`config.mk`:
```
export PLATFORM = sky130hd
export DESIGN_NAME = wsg_top
export DESIGN_NICKNAME = d
export VERILOG_FILES = /design/src/include/wsg_pkg.sv /design/src/include/wsg_cnt_if.sv /design/src/core/wsg_top.sv /design/src/core/wsg_counter.sv
export SDC_FILE = /design/constraint.sdc
export NUM_CORES = 1
export LEC_CHECK = 0
export CORE_MARGIN = 4
export CORE_UTILIZATION = 45
export DETAILED_ROUTE_END_ITERATION = 12
export DONT_BUFFER_PORTS = 1
export PLACE_DENSITY_LB_ADDON = 0.05
export RECOVER_POWER = 100
export SYNTH_ARGS = -nofsm -noshare
export SYNTH_HDL_FRONTEND = slang
export SYNTH_HIERARCHICAL = 1
export SYNTH_SLANG_ARGS = --single-unit
```
`constraint.sdc`:
```
create_clock -name core_clk_i -period 3.86 [get_ports core_clk_i]
set_clock_uncertainty 0.2 [all_clocks]
set_input_delay 0.772 -clock core_clk_i [delete_from_list [all_inputs] [get_ports core_clk_i]]
set_output_delay 0.772 -clock core_clk_i [all_outputs]
set_load 0.05 [all_outputs]
```
`src/include/wsg_pkg.sv`:
```
// wait-state generator constants: register map, field layout, reset values, states.
// assumes a 20 MHz machine clock and an APB slave port with 12-bit byte addresses.
package wsg_pkg;

	// ****************************************
	// register map
	// ****************************************
	localparam int unsigned ADDR_W = 12;
	localparam int unsigned REG_W = 16;
	localparam int unsigned DATA_W = 32;
	// offsets are word indices, byte address is four times the index
	localparam int unsigned CFG_IDX = 'h28;
	localparam int unsigned CTRL_IDX = 'h2b;
	localparam logic [ADDR_W-1:0] CFG_ADDR = ADDR_W'(CFG_IDX * 4);
	localparam logic [ADDR_W-1:0] CTRL_ADDR = ADDR_W'(CTRL_IDX * 4);

	// ****************************************
	// field layout and reset values
	// ****************************************
	localparam int unsigned FIELD_W = 3;
	localparam int unsigned CNT_W = 4;
	localparam int unsigned PROG_RANGE_SEL_BIT = 15;
	localparam int unsigned IO_LSB = 12;
	localparam int unsigned DHI_LSB = 9;
	localparam int unsigned DLO_LSB = 6;
	localparam int unsigned PHI_LSB = 3;
	localparam int unsigned PLO_LSB = 0;
	localparam int unsigned MULT_BIT = 0;
	localparam logic [REG_W-1:0] CFG_RESET = 16'h7fff;
	localparam logic CTRL_MULT_RESET = 1'h0;
	localparam logic [REG_W-1:0] CFG_COUNT_MASK = 16'h7fff;

	// ****************************************
	// address decoding
	// ****************************************
	localparam int unsigned PADDR_W = 23;
	localparam int unsigned PAGE_HALF_BIT = 15;
	localparam int unsigned EXT_HALF_BIT = 22;

	// ****************************************
	// types
	// ****************************************
	typedef enum logic [2:0] {
		WSG_SPACE_IO = 3'h1,
		WSG_SPACE_DATA = 3'h2,
		WSG_SPACE_PROG = 3'h4
	} wsg_space_t;

	typedef enum logic [2:0] {
		WSG_ST_IDLE = 3'h1,
		WSG_ST_COUNT = 3'h2,
		WSG_ST_HOLD = 3'h4
	} wsg_state_t;

endpackage

```
`src/include/wsg_cnt_if.sv`:
```
// carrier between the register/decode logic and the wait-state counter.
// assumes both ends run on the same machine clock.
`timescale 1ns/1ps
`default_nettype none
interface wsg_cnt_if;
	logic load;
	logic [wsg_pkg::CNT_W-1:0] count;
	logic gate_off;
	logic ext_ready;
	logic busy;
	logic done;
	modport ctl (output load, output count, output gate_off, output ext_ready, input busy, input done);
	modport cnt (input load, input count, input gate_off, input ext_ready, output busy, output done);
endinterface
`default_nettype wire

```
`src/core/wsg_top.sv`:
```
// wait-state generator: APB register file, range decode and counter control.
// assumes APB3 signalling on the machine clock and a core that pulses acc_start_i per external access.
//
// The APB interface to the registers was decided locally.
`timescale 1ns/1ps
`default_nettype none

module wsg_top #(
	parameter int unsigned ACC_ADDR_W = wsg_pkg::PADDR_W
) (
	input wire logic core_clk_i,
	input wire logic nrst_i,
	input wire logic psel_i,
	input wire logic penable_i,
	input wire logic pwrite_i,
	input wire logic [wsg_pkg::ADDR_W-1:0] paddr_i,
	input wire logic [wsg_pkg::DATA_W-1:0] pwdata_i,
	output logic [wsg_pkg::DATA_W-1:0] prdata_o,
	output logic pready_o,
	output logic pslverr_o,
	input wire logic acc_start_i,
	input wire logic [2:0] acc_space_i,
	input wire logic [ACC_ADDR_W-1:0] acc_addr_i,
	input wire logic ext_ready_i,
	output logic acc_wait_o,
	output logic acc_done_o,
	output logic ws_clk_off_o
);

	// ****************************************
	// helpers
	// ****************************************
	function automatic logic [wsg_pkg::FIELD_W-1:0] field_of(
		input logic [wsg_pkg::REG_W-1:0] cfg,
		input int unsigned lsb
	);
		field_of = cfg[lsb +: wsg_pkg::FIELD_W];
	endfunction

	function automatic logic [wsg_pkg::CNT_W-1:0] scaled(
		input logic [wsg_pkg::FIELD_W-1:0] base,
		input logic mult
	);
		// doubling a 3-bit base caps at fourteen
		scaled = mult ? {base, 1'b0} : {1'b0, base};
	endfunction

	function automatic logic addr_hit(
		input logic [wsg_pkg::ADDR_W-1:0] a,
		input logic [wsg_pkg::ADDR_W-1:0] reg_addr
	);
		addr_hit = (a == reg_addr);
	endfunction

	// ****************************************
	// state
	// ****************************************
	typedef struct packed {
		logic [wsg_pkg::REG_W-1:0] cfg;
		logic mult;
		logic [wsg_pkg::DATA_W-1:0] rdata;
	} wsg_top_state_t;

	wsg_top_state_t s;
	wsg_top_state_t next_s;

	logic hit_cfg;
	logic hit_ctrl;
	logic setup_rd;
	logic access_wr;
	logic [wsg_pkg::FIELD_W-1:0] base_sel;
	logic [wsg_pkg::CNT_W-1:0] count_sel;
	logic [wsg_pkg::DATA_W-1:0] rd_mux;

	wsg_cnt_if cif ();

	assign hit_cfg = addr_hit(paddr_i, wsg_pkg::CFG_ADDR);
	assign hit_ctrl = addr_hit(paddr_i, wsg_pkg::CTRL_ADDR);
	assign setup_rd = psel_i && !penable_i && !pwrite_i;
	assign access_wr = psel_i && penable_i && pwrite_i;

	// ****************************************
	// range decode
	// ****************************************
	always_comb begin
		base_sel = field_of(s.cfg, wsg_pkg::IO_LSB);
		unique case (acc_space_i)
			wsg_pkg::WSG_SPACE_IO: begin
				base_sel = field_of(s.cfg, wsg_pkg::IO_LSB);
			end
			wsg_pkg::WSG_SPACE_DATA: begin
				if (acc_addr_i[wsg_pkg::PAGE_HALF_BIT]) begin
					base_sel = field_of(s.cfg, wsg_pkg::DHI_LSB);
				end else begin
					base_sel = field_of(s.cfg, wsg_pkg::DLO_LSB);
				end
			end
			wsg_pkg::WSG_SPACE_PROG: begin
				if (s.cfg[wsg_pkg::PROG_RANGE_SEL_BIT]) begin
					if (acc_addr_i[wsg_pkg::EXT_HALF_BIT]) begin
						base_sel = field_of(s.cfg, wsg_pkg::PHI_LSB);
					end else begin
						base_sel = field_of(s.cfg, wsg_pkg::PLO_LSB);
					end
				end else if (acc_addr_i[wsg_pkg::PAGE_HALF_BIT]) begin
					base_sel = field_of(s.cfg, wsg_pkg::PHI_LSB);
				end else begin
					base_sel = field_of(s.cfg, wsg_pkg::PLO_LSB);
				end
			end
			default: begin
				// an illegal space code takes the I/O count
				base_sel = field_of(s.cfg, wsg_pkg::IO_LSB);
			end
		endcase
		count_sel = scaled(base_sel, s.mult);
	end

	// ****************************************
	// register file
	// ****************************************
	always_comb begin
		rd_mux = '0;
		if (hit_cfg) begin
			rd_mux = {{(wsg_pkg::DATA_W-wsg_pkg::REG_W){1'b0}}, s.cfg};
		end else if (hit_ctrl) begin
			// reserved control bits read as zero
			rd_mux[wsg_pkg::MULT_BIT] = s.mult;
		end
	end

	always_comb begin
		next_s = s;
		// read data captured in setup so the access phase answers from a flop
		if (setup_rd) begin
			next_s.rdata = rd_mux;
		end
		if (access_wr && hit_cfg) begin
			next_s.cfg = pwdata_i[wsg_pkg::REG_W-1:0];
		end
		if (access_wr && hit_ctrl) begin
			next_s.mult = pwdata_i[wsg_pkg::MULT_BIT];
		end
	end

	always_ff @(posedge core_clk_i) begin
		if (!nrst_i) begin
			s.cfg <= wsg_pkg::CFG_RESET;
			s.mult <= wsg_pkg::CTRL_MULT_RESET;
			s.rdata <= '0;
		end else begin
			s <= next_s;
		end
	end

	// ****************************************
	// counter control
	// ****************************************
	// a start while a stretch is running is ignored by the counter
	assign cif.load = acc_start_i;
	assign cif.count = count_sel;
	assign cif.gate_off = ((s.cfg & wsg_pkg::CFG_COUNT_MASK) == '0);
	assign cif.ext_ready = ext_ready_i;

	wsg_counter u_counter (
		.core_clk_i(core_clk_i),
		.nrst_i(nrst_i),
		.cif(cif)
	);

	// ****************************************
	// outputs
	// ****************************************
	assign prdata_o = s.rdata;
	assign pready_o = 1'b1;
	assign pslverr_o = psel_i && penable_i && !hit_cfg && !hit_ctrl;
	assign acc_wait_o = cif.busy && !cif.done;
	assign acc_done_o = cif.done;
	assign ws_clk_off_o = cif.gate_off;

endmodule // wsg_top
`default_nettype wire

```
`src/core/wsg_counter.sv`:
```
// wait-state down-counter: counts the programmed states, then holds for ready.
// assumes load is only acted on while idle.
`timescale 1ns/1ps
`default_nettype none
module wsg_counter (
	input wire logic core_clk_i,
	input wire logic nrst_i,
	wsg_cnt_if.cnt cif
);

	// ****************************************
	// state
	// ****************************************
	typedef struct packed {
		wsg_pkg::wsg_state_t st;
		logic [wsg_pkg::CNT_W-1:0] cnt;
	} wsg_cnt_state_t;

	wsg_cnt_state_t s;
	wsg_cnt_state_t next_s;

	always_comb begin
		next_s = s;
		unique case (s.st)
			wsg_pkg::WSG_ST_IDLE: begin
				if (cif.load) begin
					// zero states, or all-zero map with the counter parked: straight to ready
					if (cif.gate_off || cif.count == '0) begin
						next_s.st = wsg_pkg::WSG_ST_HOLD;
					end else begin
						next_s.st = wsg_pkg::WSG_ST_COUNT;
						next_s.cnt = cif.count;
					end
				end
			end
			wsg_pkg::WSG_ST_COUNT: begin
				next_s.cnt = s.cnt - 1'b1;
				if (s.cnt == wsg_pkg::CNT_W'(1)) begin
					next_s.st = wsg_pkg::WSG_ST_HOLD;
				end
			end
			wsg_pkg::WSG_ST_HOLD: begin
				// stretch past the programmed maximum until the far side is ready
				if (cif.ext_ready) begin
					next_s.st = wsg_pkg::WSG_ST_IDLE;
				end
			end
			default: begin
				next_s.st = wsg_pkg::WSG_ST_IDLE;
			end
		endcase
	end

	always_ff @(posedge core_clk_i) begin
		if (!nrst_i) begin
			s.st <= wsg_pkg::WSG_ST_IDLE;
			s.cnt <= '0;
		end else begin
			s <= next_s;
		end
	end

	assign cif.busy = (s.st != wsg_pkg::WSG_ST_IDLE);
	assign cif.done = (s.st == wsg_pkg::WSG_ST_HOLD) && cif.ext_ready;

endmodule // wsg_counter
`default_nettype wire

```
## After elaboration in Yosys (flattened, before gate mapping)

Index checks and enable logic that the tools add are counted.

| word-level totals | value |
|---|---|
| output and inout bits | 37 |
| bits of input ports | 77 |
| register bits | 56 |
| word-level logic and storage cells | 56 |
| memories kept | 0 |
| bits in writable memories | 0 |
| latch bits | 0 |
| bits in read-only memories | 0 |

| cells by class | value |
|---|---|
| shift operators | 0 |
| mux-type cells | 16 |
| div/mod/pow operators | 0 |
| multiply operators | 0 |
| magnitude comparators | 0 |
| $add $sub $neg | 1 |
| bitwise logic cells | 0 |
| reduce and logical (&&, ||, !) cells | 21 |
| equal/unequal tests | 13 |

Operators with widths:

| cell | number |
|---|---|
| $eq A12 B8 Y1 const B | 2 |
| $mux W3 | 7 |
| $logic_not A16 Y1 | 1 |
| $mux W15 | 1 |
| $logic_and A1 B1 Y1 | 10 |
| $pmux W3 S3 | 1 |
| $mux W4 | 2 |
| $pmux W4 S2 | 1 |
| $mux W7 | 1 |
| $eq A3 B2 Y1 const B | 2 |
| $eq A3 B3 Y1 const B | 2 |
| $ne A2 B2 Y1 const B | 3 |
| $pmux W3 S2 | 1 |
| $reduce_and A3 Y1 | 2 |
| $logic_not A1 Y1 | 5 |
| $eq A4 B1 Y1 const B | 1 |
| $logic_not A4 Y1 | 1 |
| $sub A4 B1 Y4 const B | 1 |
| $eq A3 B1 Y1 const B | 1 |
| $ne A3 B1 Y1 const B | 1 |
| $mux W1 | 2 |
| $ne A2 B1 Y1 const B | 1 |
| $reduce_bool A2 Y1 | 1 |
| $logic_or A1 B1 Y1 | 1 |

## Depth between registers and ports, before layout

Gate-level depths: netlist of run 1.

| logic depth | value |
|---|---|
| word-level depth | 9 |
| gate-level depth with buffers | 8 |
| mapped depth without buffers | 8 |

## By module

The synthesis of run 1 kept the hierarchy.

By module, submodules not included:

| module | area each (um^2) | cells an instance | instances |
|---|---|---|---|
| wsg_top | 1732.9 | 175 | 1 |
| wsg_counter | 490.5 | 55 | 1 |

## Worst setup path before layout of run 1

Ideal clock, no wire load.

| timing path | value |
|---|---|
| path kind | input to output |
| start | input port ext_ready_i |
| end | output port acc_wait_o |
| arrival | 3124 ps |
| stages | 2 |
| slack | -236 ps |
| buffers on the path | 0 |
| data required time | 2888 ps |
| cells stage by stage | nor4b_1 -> nor2b_1 |

| between the ends | value |
|---|---|
| cells in the longest elaborated chain, start to end | 3 |

RTL lines:

| element | RTL line | source |
|---|---|---|
| start, declared | wsg_top.sv:24 | `input wire logic ext_ready_i,` |
| $logic_and A1 B1 Y1 | wsg_counter.sv:64 | `assign cif.done = (s.st == wsg_pkg::WSG_ST_HOLD) && cif.ext_ready;` |
| $logic_not A1 Y1 | wsg_top.sv:177 | `assign acc_wait_o = cif.busy && !cif.done;` |
| $logic_and A1 B1 Y1 | wsg_top.sv:177 |  |
| end, declared | wsg_top.sv:25 | `output logic acc_wait_o,` |

No other way between the ends.

## Worst setup path in the final report of run 1

| timing path | value |
|---|---|
| start | input port acc_space_i[0] |
| end | register u_counter/s[0] (netlist bit) |

| between the ends | value |
|---|---|
| cells in the longest elaborated chain, start to end | 7 |
| elaborated cells between the ends (all ways) | 11 |

RTL lines:

| element | RTL line | source |
|---|---|---|
| start, declared | wsg_top.sv:22 | `input wire logic [2:0] acc_space_i,` |
| $eq A3 B3 Y1 or $eq A3 B2 Y1 (tied branches) | wsg_top.sv:87 | `unique case (acc_space_i)` |
| $pmux W3 S2 * | wsg_top.sv:87 |  |
| $mux W4 * | wsg_top.sv:45 | `scaled = mult ? {base, 1'b0} : {1'b0, base};` |
| via cif.count, one bit | wsg_cnt_if.sv:7 | `logic [wsg_pkg::CNT_W-1:0] count;` |
| $logic_not A4 Y1 * | wsg_counter.sv:28 | `if (cif.gate_off \|\| cif.count == '0) begin` |
| $logic_or A1 B1 Y1 * | wsg_counter.sv:28 |  |
| $ne A2 B2 Y1 (no line) * | n/a |  |
| $reduce_and A3 Y1 (no line) * | n/a |  |
| end signal, assigned | wsg_counter.sv:59 | `s <= next_s;` |
| end, declared | wsg_counter.sv:19 | `wsg_cnt_state_t s;` |

Mark *: on every way through the listed nets, which the timed path passes. The rest lies on a longest branch. The select of a mux whose other input is x is not followed.
A chain may end at the register's enable or synchronous reset.

==> impl_metrics.csv, run 1 <==
group,metric,value,unit
timing,rsz0062_at_grt,"false",
status,status,"finished, final reports clean",
cts,clock_path_buffers,2,
finish,layout.cells.non_filler,282,
critical_path,max_stage_delay,0.72,ns
power,total_power,0.853,mW
critical_path,cp.arrival,3.23,ns
min_path,hp-class,"flip-flop to flip-flop",
cts,cts_resized,0,
route,drtAntennaViolNets,0,
power,leakagePower,0.879,nW
critical_path,worstPathRequired,3.84,ns
cts,hold_buffers,0,
route,drt_pass1_iterations,4,
timing,drv_slew,0,
global_route,grt_overflow_total,0,
cts,htreeDepth,2,
logic_synthesis,ys_ff_latch,40,
timing,hold_violations,0,
floorplan,die_x,78.3,um
min_path,holdPathStages,2,
critical_path,endpoint_kind,"flip-flop",
min_path,hold_start,"u_counter/s[3]$_SDFFE_PN0P_",
cts,cts_setup_buffers,0,
timing,setup_viol,0,
timing,fin_crit,3.25,ns
floorplan,core_area,4750,sq um
cts,clkTransAtPathRegs,0.07,ns
finish,num_antenna_cells,0,
logic_synthesis,yosysSeqAreaShare,0.360,
global_route,grt_max_degree,29,
power,combPwrFrac,0.150,
timing,worstMarginPinSlew,1.13,ns
route,drt_iter0_drc,112,
critical_path,crit_path_top_delay_cell,"nor4_1",
global_route,grt_pass1_wl,7670,um
cts,clock_sinks,40,
finish,fill_cells,489,
placed_design,dp_hpwl,3750,um
min_path,hold_path_end,"u_counter/s[3]$_SDFFE_PN0P_",
power,ir_worst_vdd,0.000211,V
timing,final.setup.tns,0,ns
critical_path,critPathKind,"input pin to flip-flop",
critical_path,rr_startpoint,"s[48]$_SDFFE_PN0P_",
floorplan,io_pins,114,
power,p_sw_frac,0.286,
timing,period_share,0.841,
power,switchingPower,0.244,mW
power,power_frac_clock,0.337,
cts,cts_tree,"done",
cts,insertion_delay,0.29,ns
critical_path,worstPathCellList,"or3b_1 > a211oi_1 > a211oi_1 > mux2_1 > nor4_1 > nor4_4 > a211o_1 > and3_1",
timing,slew_headroom,0.247,
route,route.detailed.drc,0,
finish,drive_gt1_frac,0.126,
logic_synthesis,syn_inst,230,
route,num_vias,1556,
route,via_per_inst,5.52,
placed_design,gp_congestion,0.836,
floorplan,std_cell_rows,25,
logic_synthesis,syn_area_per_cell,9.67,sq um
critical_path,r2r_cells,8,
logic_synthesis,synth_cell_types,46,
critical_path,crit_fanout,6,
critical_path,r2r_slack,0.69,ns
power,seq_power_share,0.513,
global_route,grt_pass1_vias,1524,
global_route,grt_usage,0.158,
global_route,antenna_found_initial,0,
cts,cts_buffers,5,
finish,area_growth,-3.94,%
critical_path,start_kind,"input pin",
power,p_per_area,399,nW/um^2
logic_synthesis,synth_ff_type,"dfxtp_1",
logic_synthesis,async_flop_share,0,
logic_synthesis,synth_top_area_share,0.360,
logic_synthesis,syn_area,2220,sq um
cts,cts_root_buffer,"clkbuf_8",
logic_synthesis,netlist_top_cells_area,"dfxtp_1 36%, buf_4 11%, mux2i_1 9.5%",
floorplan,start_util,0.468,
placed_design,portBuffers,0,
floorplan,dieArea,6130,sq um
critical_path,critPathMostFrequentCell,"a211oi_1",
logic_synthesis,yosysWarnings,6,
logic_synthesis,yosysTopAreaCell,"dfxtp_1",
placed_design,dp_cells,274,
timing,hold_ws,0.332,ns
power,cell_internal_pwr,0.609,mW
route,wire_per_inst,17.0,um
floorplan,fp.dieH,78.3,um
critical_path,r2r-end,"u_counter/s[0]$_SDFFE_PN0P_",
timing,fmaxAchievable,308,MHz
finish,finalNetCount,293,
route,finalWirelength,4780,um
job,maxCapViolCount,0,
logic_synthesis,synth-edff-count,0,
power groups by stage:
stage / logic (mW) / clock network, mW / registers (mW)
global route: 0.139 / 0.310 / 0.439
finish: 0.128 / 0.288 / 0.438
CTS: 0.131 / 0.298 / 0.437
global placement: 0.127 / 0 / 0.445
floorplan: 0.136 / 0 / 0.441
detailed placement: 0.131 / 0 / 0.447
metal layers:
metal,up-vias,wire [um],global-route usage
met5,-,0,0
met4,0,95,0.0612
met3,10,344,0.0516
met2,61,2200,0.259
met1,726,2140,0.192
li1,759,-,-
sequential cells by signal, summed over array words and instances (netlist names):
signal / flops
u_counter/s: 7
prdata_o: 16
s: 17
worst max-delay path, delay by kind of cell:
| family | cells | cell delay (ns) |
|---|---|---|
| AOI/OAI and AO/OA | 3 | 0.69 |
| and+or+nand+nor | 4 | 1.41 |
| muxes | 1 | 0.35 |
synth_stat cells (all sizes together), types with 5 or more instances:
library cell,instances
o21ai,7
mux2i,21
nand2,23
nor2b,7
nor3b,5
a211oi,6
nor4,8
nor2,7
buf,37
dfxtp,40
a22o,16
placed cells by master, fill, tap and decap left out, types with 2 or more instances in the layout:
| master | instances |
|---|---|
| a211oi_1 | 6 |
| a21boi_0 | 2 |
| a21oi_1 | 4 |
| a22o_1 | 8 |
| a22o_2 | 8 |
| a31oi_1 | 2 |
| and2_1 | 2 |
| and3_1 | 4 |
| and4_1 | 2 |
| clkbuf_1 | 3 |
| clkbuf_8 | 6 |
| conb_1 | 17 |
| dfxtp_1 | 40 |
| ha_1 | 2 |
| inv_1 | 4 |
| mux2i_1 | 21 |
| nand2_1 | 23 |
| nand2b_1 | 2 |
| nand3_1 | 2 |
| nand3b_1 | 3 |
| nor2_1 | 7 |
| nor2b_1 | 7 |
| nor3b_1 | 5 |
| nor4_1 | 6 |
| o21ai_0 | 7 |
| or3b_4 | 2 |
worst max path at each step:
stage | from | endpoint | cells after the start
2_1_floorplan | ext_ready_i | acc_wait_o | 2
3_3_place_gp | acc_space_i[0] | u_counter/s[0]$_SDFFE_PN0P_ | 8
3_5_place_dp | acc_space_i[0] | u_counter/s[0]$_SDFFE_PN0P_ | 8
4_1_cts | acc_space_i[0] | u_counter/s[0]$_SDFFE_PN0P_ | 8
5_1_grt | s[48]$_SDFFE_PN0P_ | u_counter/s[0]$_SDFFE_PN0P_ | 8
6_report | acc_space_i[0] | u_counter/s[0]$_SDFFE_PN0P_ | 8
kinds of logic after synthesis:
kind of cell	count (synthesis)	synth area share
simple gates	73	0.210
compound gates	46	0.165
buf+inv	44	0.145
flops	40	0.360
mux	23	0.105
fa+ha+maj	2	0.0113
other cells	2	0.00338
cell type report:
| type | instances | area, sq um | share of cell area |
|---|---|---|---|
| clock inverter | 1 | 7.51 | 0.00351 |
| clock buffer | 7 | 86.3 | 0.0404 |
| multi-input combinational | 161 | 1130 | 0.531 |
| sequential | 40 | 801 | 0.375 |
| timing repair buffer | 2 | 7.51 | 0.00351 |
| tap | 67 | 83.8 | 0.0393 |
| inverter | 4 | 15.0 | 0.00703 |
through the flow:
| step | worst slack (ns) | utilization | area, sq um |
|---|---|---|---|
| global route | 0.469 | 0.449 | 2140 |
| floorplan | 0.678 | - | 2290 |
| CTS | 0.881 | 0.457 | 2170 |
| finish | 0.615 | 0.449 | 2140 |
| global placement | 0.622 | 0.437 | 2080 |
| detailed placement | 0.581 | 0.437 | 2080 |
Note: power is estimated with default switching activity, not from simulation.
==> run 2: changes to the inputs <==
==> constraint.sdc (replaced) <==
create_clock -name core_clk_i -period 3.3 [get_ports core_clk_i]
set_clock_uncertainty 0.2 [all_clocks]
set_input_delay 0.66 -clock core_clk_i [delete_from_list [all_inputs] [get_ports core_clk_i]]
set_output_delay 0.66 -clock core_clk_i [all_outputs]
set_load 0.05 [all_outputs]
==> impl_metrics.csv, run 2 (synthesis gave the netlist of run 1 again) <==
group,metric,value,unit
status,status,"finished, final reports clean",
timing,worstMarginPinSlew,1.12,ns
global_route,grt_usage,0.154,
route,via_per_inst,5.38,
min_path,hp-class,"input pin to flip-flop",
timing,rsz0062_at_grt,"false",
cts,insertion_delay,0.29,ns
cts,clock_path_buffers,2,
timing,drv_slew,0,
critical_path,critPathKind,"flip-flop to flip-flop",
cts,htreeDepth,2,
power,ir_worst_vdd,0.000236,V
cts,clock_sinks,40,
power,power_frac_clock,0.379,
route,drt_pass1_iterations,4,
critical_path,cp.arrival,2.88,ns
cts,cts_resized,0,
placed_design,dp_hpwl,3600,um
power,leakagePower,0.899,nW
route,num_vias,1528,
critical_path,endpoint_kind,"flip-flop",
power,cell_internal_pwr,0.774,mW
cts,cts_setup_buffers,0,
placed_design,portBuffers,0,
route,drt_iter0_drc,115,
global_route,grt_pass1_vias,1529,
timing,setup_viol,0,
finish,num_antenna_cells,0,
critical_path,critPathMostFrequentCell,"mux2i_1",
critical_path,cp.depth,9,
global_route,grt_max_degree,29,
critical_path,crit_buf_inv,1,
cts,cts_tree,"done",
floorplan,core_area,4750,sq um
timing,final.setup.tns,0,ns
finish,largest_reg_flops,17,
route,finalWirelength,4620,um
floorplan,io_pins,114,
critical_path,crit_family,"multiplexers",
finish,mostFrequentLayoutCell,"dfxtp_1",
job,maxCapViolCount,0,
critical_path,r2r_cells,9,
finish,drive_gt1_frac,0.138,
timing,period_share,0.878,
cts,clkTransAtPathRegs,0.09,ns
cts,hold_buffers,0,
critical_path,worstPathCellList,"mux2i_1 > mux2i_1 > a211oi_1 > mux2_2 > nor4_1 > clkbuf_1 > nor4_4 > a211o_1 > and3_1",
cts,cts_root_buffer,"clkbuf_8",
critical_path,start_kind,"flip-flop",
global_route,grt_overflow_total,0,
route,wire_per_inst,16.3,um
timing,fin_crit,2.90,ns
finish,finalNetCount,295,
finish,final_cell_mix,"40 x dfxtp_1, 23 x nand2_1, 21 x mux2i_1",
critical_path,max_stage_delay,0.42,ns
route,drtAntennaViolNets,0,
critical_path,crit_fanout,6,
timing,hold_violations,0,
finish,layout.cells.non_filler,284,
timing,fmaxAchievable,345,MHz
global_route,grt_pass1_wl,7520,um
min_path,holdPathStages,1,
cts,cts_buffers,5,
finish,largest_register,"s",
power,total_power,1.07,mW
critical_path,worstPathRequired,3.28,ns
timing,slew_headroom,0.254,
global_route,antenna_found_initial,0,
floorplan,fp.dieH,78.3,um
power,switchingPower,0.293,mW
power,combPwrFrac,0.142,
placed_design,gp_congestion,0.835,
critical_path,crit_path_top_delay_cell,"mux2i_1",
floorplan,start_util,0.468,
power,p_sw_frac,0.275,
floorplan,std_cell_rows,25,
finish,area_growth,-2.59,%
floorplan,dieArea,6130,sq um
power,seq_power_share,0.478,
placed_design,dp_cells,276,
floorplan,die_x,78.3,um
route,route.detailed.drc,0,
power,p_per_area,493,nW/um^2
==> run 2: power by group through the flow <==
stage	combinational (mW)	clock [mW]	sequential (mW)
2_1_floorplan	0.159	0	0.516
3_3_place_gp	0.150	0	0.521
3_5_place_dp	0.153	0	0.522
4_1_cts	0.154	0.419	0.511
5_1_grt	0.164	0.436	0.514
6_report	0.152	0.405	0.510
==> run 2: layer usage <==
metal,vias up,GRT usage,routed length [um]
met5,-,0,0
met4,0,0.0559,64
met1,720,0.192,2060
met3,4,0.0459,318
li1,757,-,-
met2,47,0.253,2170
==> run 2: through the flow <==
stage               hold WS (ns)  instance area, sq um   util  setup WS (ns)
floorplan                  0.251                  2290      -          0.342
finish                     0.239                  2170  0.456          0.402
global placement           0.306                  2090  0.440          0.308
global route               0.219                  2170  0.456          0.266
detailed placement         0.323                  2090  0.440          0.293
CTS                        0.220                  2210  0.464          0.514
==> run 2: final cells by class <==
cell class | instances | area, sq um
fill | 486 | 2590
clock inverter | 3 | 46.3
multi-input combinational | 161 | 1130
inverter | 4 | 15.0
sequential | 40 | 801
clock buffer | 5 | 68.8
timing repair buffer | 4 | 22.5
tap | 67 | 83.8
==> run 2: worst paths after layout <==
check	startpoint	end	slack, ns
worst min register to register	u_counter/s[3]$_SDFFE_PN0P_	u_counter/s[3]$_SDFFE_PN0P_	0.34
worst max register to register	s[48]$_SDFFE_PN0P_	u_counter/s[0]$_SDFFE_PN0P_	0.40
worst min-delay path	nrst_i	u_counter/s[4]$_SDFFE_PN1P_	0.24
worst max-delay path	s[48]$_SDFFE_PN0P_	u_counter/s[0]$_SDFFE_PN0P_	0.40
==> run 3: changes to the inputs <==
--- a/config.mk
+++ b/config.mk
@@ -9,8 +9,10 @@
 export CORE_UTILIZATION = 45
 export DETAILED_ROUTE_END_ITERATION = 12
 export DONT_BUFFER_PORTS = 1
-export PLACE_DENSITY_LB_ADDON = 0.05
+export GPL_TIMING_DRIVEN = 0
+export PLACE_DENSITY = 0.59
 export RECOVER_POWER = 100
+export SLEW_MARGIN = 20
 export SYNTH_ARGS = -nofsm -noshare
 export SYNTH_HDL_FRONTEND = slang
 export SYNTH_HIERARCHICAL = 1
==> impl_metrics.csv, run 3 (synthesis gave the netlist of run 1 again) <==
group,metric,value,unit
finish,final_cell_mix,"40 x dfxtp_1, 23 x nand2_1, 22 x clkbuf_1",
placed_design,portBuffers,0,
critical_path,cp.arrival,2.86,ns
floorplan,std_cell_rows,25,
timing,drv_slew,0,
critical_path,rr_startpoint,"s[48]$_SDFFE_PN0P_",
critical_path,worstPathCellList,"mux2i_1 > mux2i_1 > a211oi_1 > mux2_2 > nor4_2 > nor4_2 > a211o_1 > and3_1",
cts,insertion_delay,0.28,ns
cts,cts_root_buffer,"clkbuf_8",
route,route.detailed.drc,0,
finish,finalNetCount,331,
min_path,hp-class,"input pin to flip-flop",
timing,fmaxAchievable,347,MHz
job,maxCapViolCount,0,
cts,cts_setup_buffers,0,
power,leakagePower,1.00,nW
timing,period_share,0.874,
timing,fin_crit,2.88,ns
route,wire_per_inst,13.9,um
critical_path,endpoint_kind,"flip-flop",
route,finalWirelength,4450,um
power,total_power,0.981,mW
route,drt_iter0_drc,61,
finish,drive_gt1_frac,0.187,
cts,clock_sinks,40,
critical_path,start_kind,"flip-flop",
critical_path,max_stage_delay,0.42,ns
critical_path,r2r_slack,0.42,ns
floorplan,die_x,78.3,um
global_route,antenna_found_initial,0,
critical_path,r2r-end,"u_counter/s[0]$_SDFFE_PN0P_",
critical_path,crit_path_end,"u_counter/s[0]$_SDFFE_PN0P_",
placed_design,gp_congestion,0.819,
finish,area_growth,5.40,%
cts,htreeDepth,2,
route,drtAntennaViolNets,0,
cts,cts_resized,0,
floorplan,core_area,4750,sq um
global_route,grt_pass1_wl,7310,um
timing,setup_viol,0,
global_route,grt_usage,0.148,
critical_path,critPathLaunch,"s[48]$_SDFFE_PN0P_",
floorplan,fp.dieH,78.3,um
finish,largest_register,"s",
timing,hold_violations,0,
timing,worstMarginPinSlew,0.936,ns
global_route,grt_pass1_vias,1569,
route,via_per_inst,4.98,
finish,num_antenna_cells,0,
finish,mostFrequentLayoutCell,"dfxtp_1",
global_route,grt_overflow_total,0,
critical_path,crit_path_top_delay_cell,"dfxtp_1",
timing,rsz0062_at_grt,"false",
power,p_per_area,419,nW/um^2
floorplan,io_pins,114,
placed_design,dp_hpwl,3570,um
finish,largest_reg_flops,17,
critical_path,crit_fanout,6,
route,num_vias,1590,
critical_path,r2r_cells,8,
floorplan,dieArea,6130,sq um
critical_path,critPathKind,"flip-flop to flip-flop",
route,drt_pass1_iterations,4,
timing,slew_headroom,0.375,
global_route,grt_max_degree,13,
power,ir_worst_vdd,0.000215,V
finish,fill_cells,480,
critical_path,worstPathRequired,3.28,ns
timing,final.setup.tns,0,ns
cts,clkTransAtPathRegs,0.07,ns
status,status,"finished, final reports clean",
cts,hold_buffers,0,
cts,cts_buffers,5,
floorplan,start_util,0.468,
cts,clock_path_buffers,2,
cts,cts_tree,"done",
## run 3: changes by cell type in the layout (fill, tap and decap cells not counted), sizes merged
cell and change:
bufinv -1, buf +16, clkbuf +20, clkinv +1, inv -1
## run 3: per-stage QoR
step / cell area (sq um) / setup slack (ns) / hold WS (ns) / utilization / instances
CTS: 2460 / 0.381 / 0.234 / 0.517 / 319
detailed placement: 2380 / 0.163 / 0.268 / 0.500 / 312
global route: 2340 / 0.156 / 0.230 / 0.493 / 319
global placement: 2370 / 0.149 / 0.268 / 0.498 / 312
finish: 2340 / 0.417 / 0.239 / 0.493 / 319
floorplan: 2290 / 0.342 / 0.251 / - / 245
## run 3: area by class of cell
class,instances,area [sq um],area share
flip-flops and latches,40,801,0.342
inverters,4,15.0,0.00641
clock inverters,2,12.5,0.00534
plain buffers,40,221,0.0945
well taps,67,83.8,0.0358
clock buffers,5,68.8,0.0294
multi-input cells,161,1140,0.487
## run 3: worst min path at each step
| stage | slack (ns) | endpoint | from | cells past startpoint |
|---|---|---|---|---|
| after global routing | 0.23 | u_counter/s[4]$_SDFFE_PN1P_ | nrst_i | 1 |
| after global placement | 0.27 | prdata_o[2]$_SDFFE_PN0P_ | prdata_o[2]$_SDFFE_PN0P_ | 1 |
| after floorplan | 0.25 | prdata_o[2]$_SDFFE_PN0P_ | prdata_o[2]$_SDFFE_PN0P_ | 1 |
| after detailed placement | 0.27 | prdata_o[15]$_SDFFE_PN0P_ | prdata_o[15]$_SDFFE_PN0P_ | 1 |
| after CTS | 0.23 | u_counter/s[4]$_SDFFE_PN1P_ | nrst_i | 1 |
| final | 0.24 | u_counter/s[4]$_SDFFE_PN1P_ | nrst_i | 1 |
## run 3: critical path: cells and delay by family (launching register included)
family / cells / cell delay [ns]
compound gates: 2 / 0.43
flops: 1 / 0.42
mux: 3 / 0.97
simple gates: 3 / 0.75
## run 3: power breakdown
| group | internal, mW | switching [mW] | total [mW] |
|---|---|---|---|
| Clock | 0.143 | 0.159 | 0.302 |
| Sequential | 0.494 | 0.0148 | 0.509 |
| Combinational | 0.0639 | 0.107 | 0.171 |
| Total | 0.701 | 0.280 | 0.981 |
## run 3: per-layer routing
layer	GRT usage	wire, um	vias to the layer above	share of wire
met4	0.0262	15	0	0.0034
met3	0.0516	334	3	0.075
met5	0	0	-	0
li1	-	-	830	-
met2	0.232	1940	52	0.44
met1	0.197	2160	705	0.49
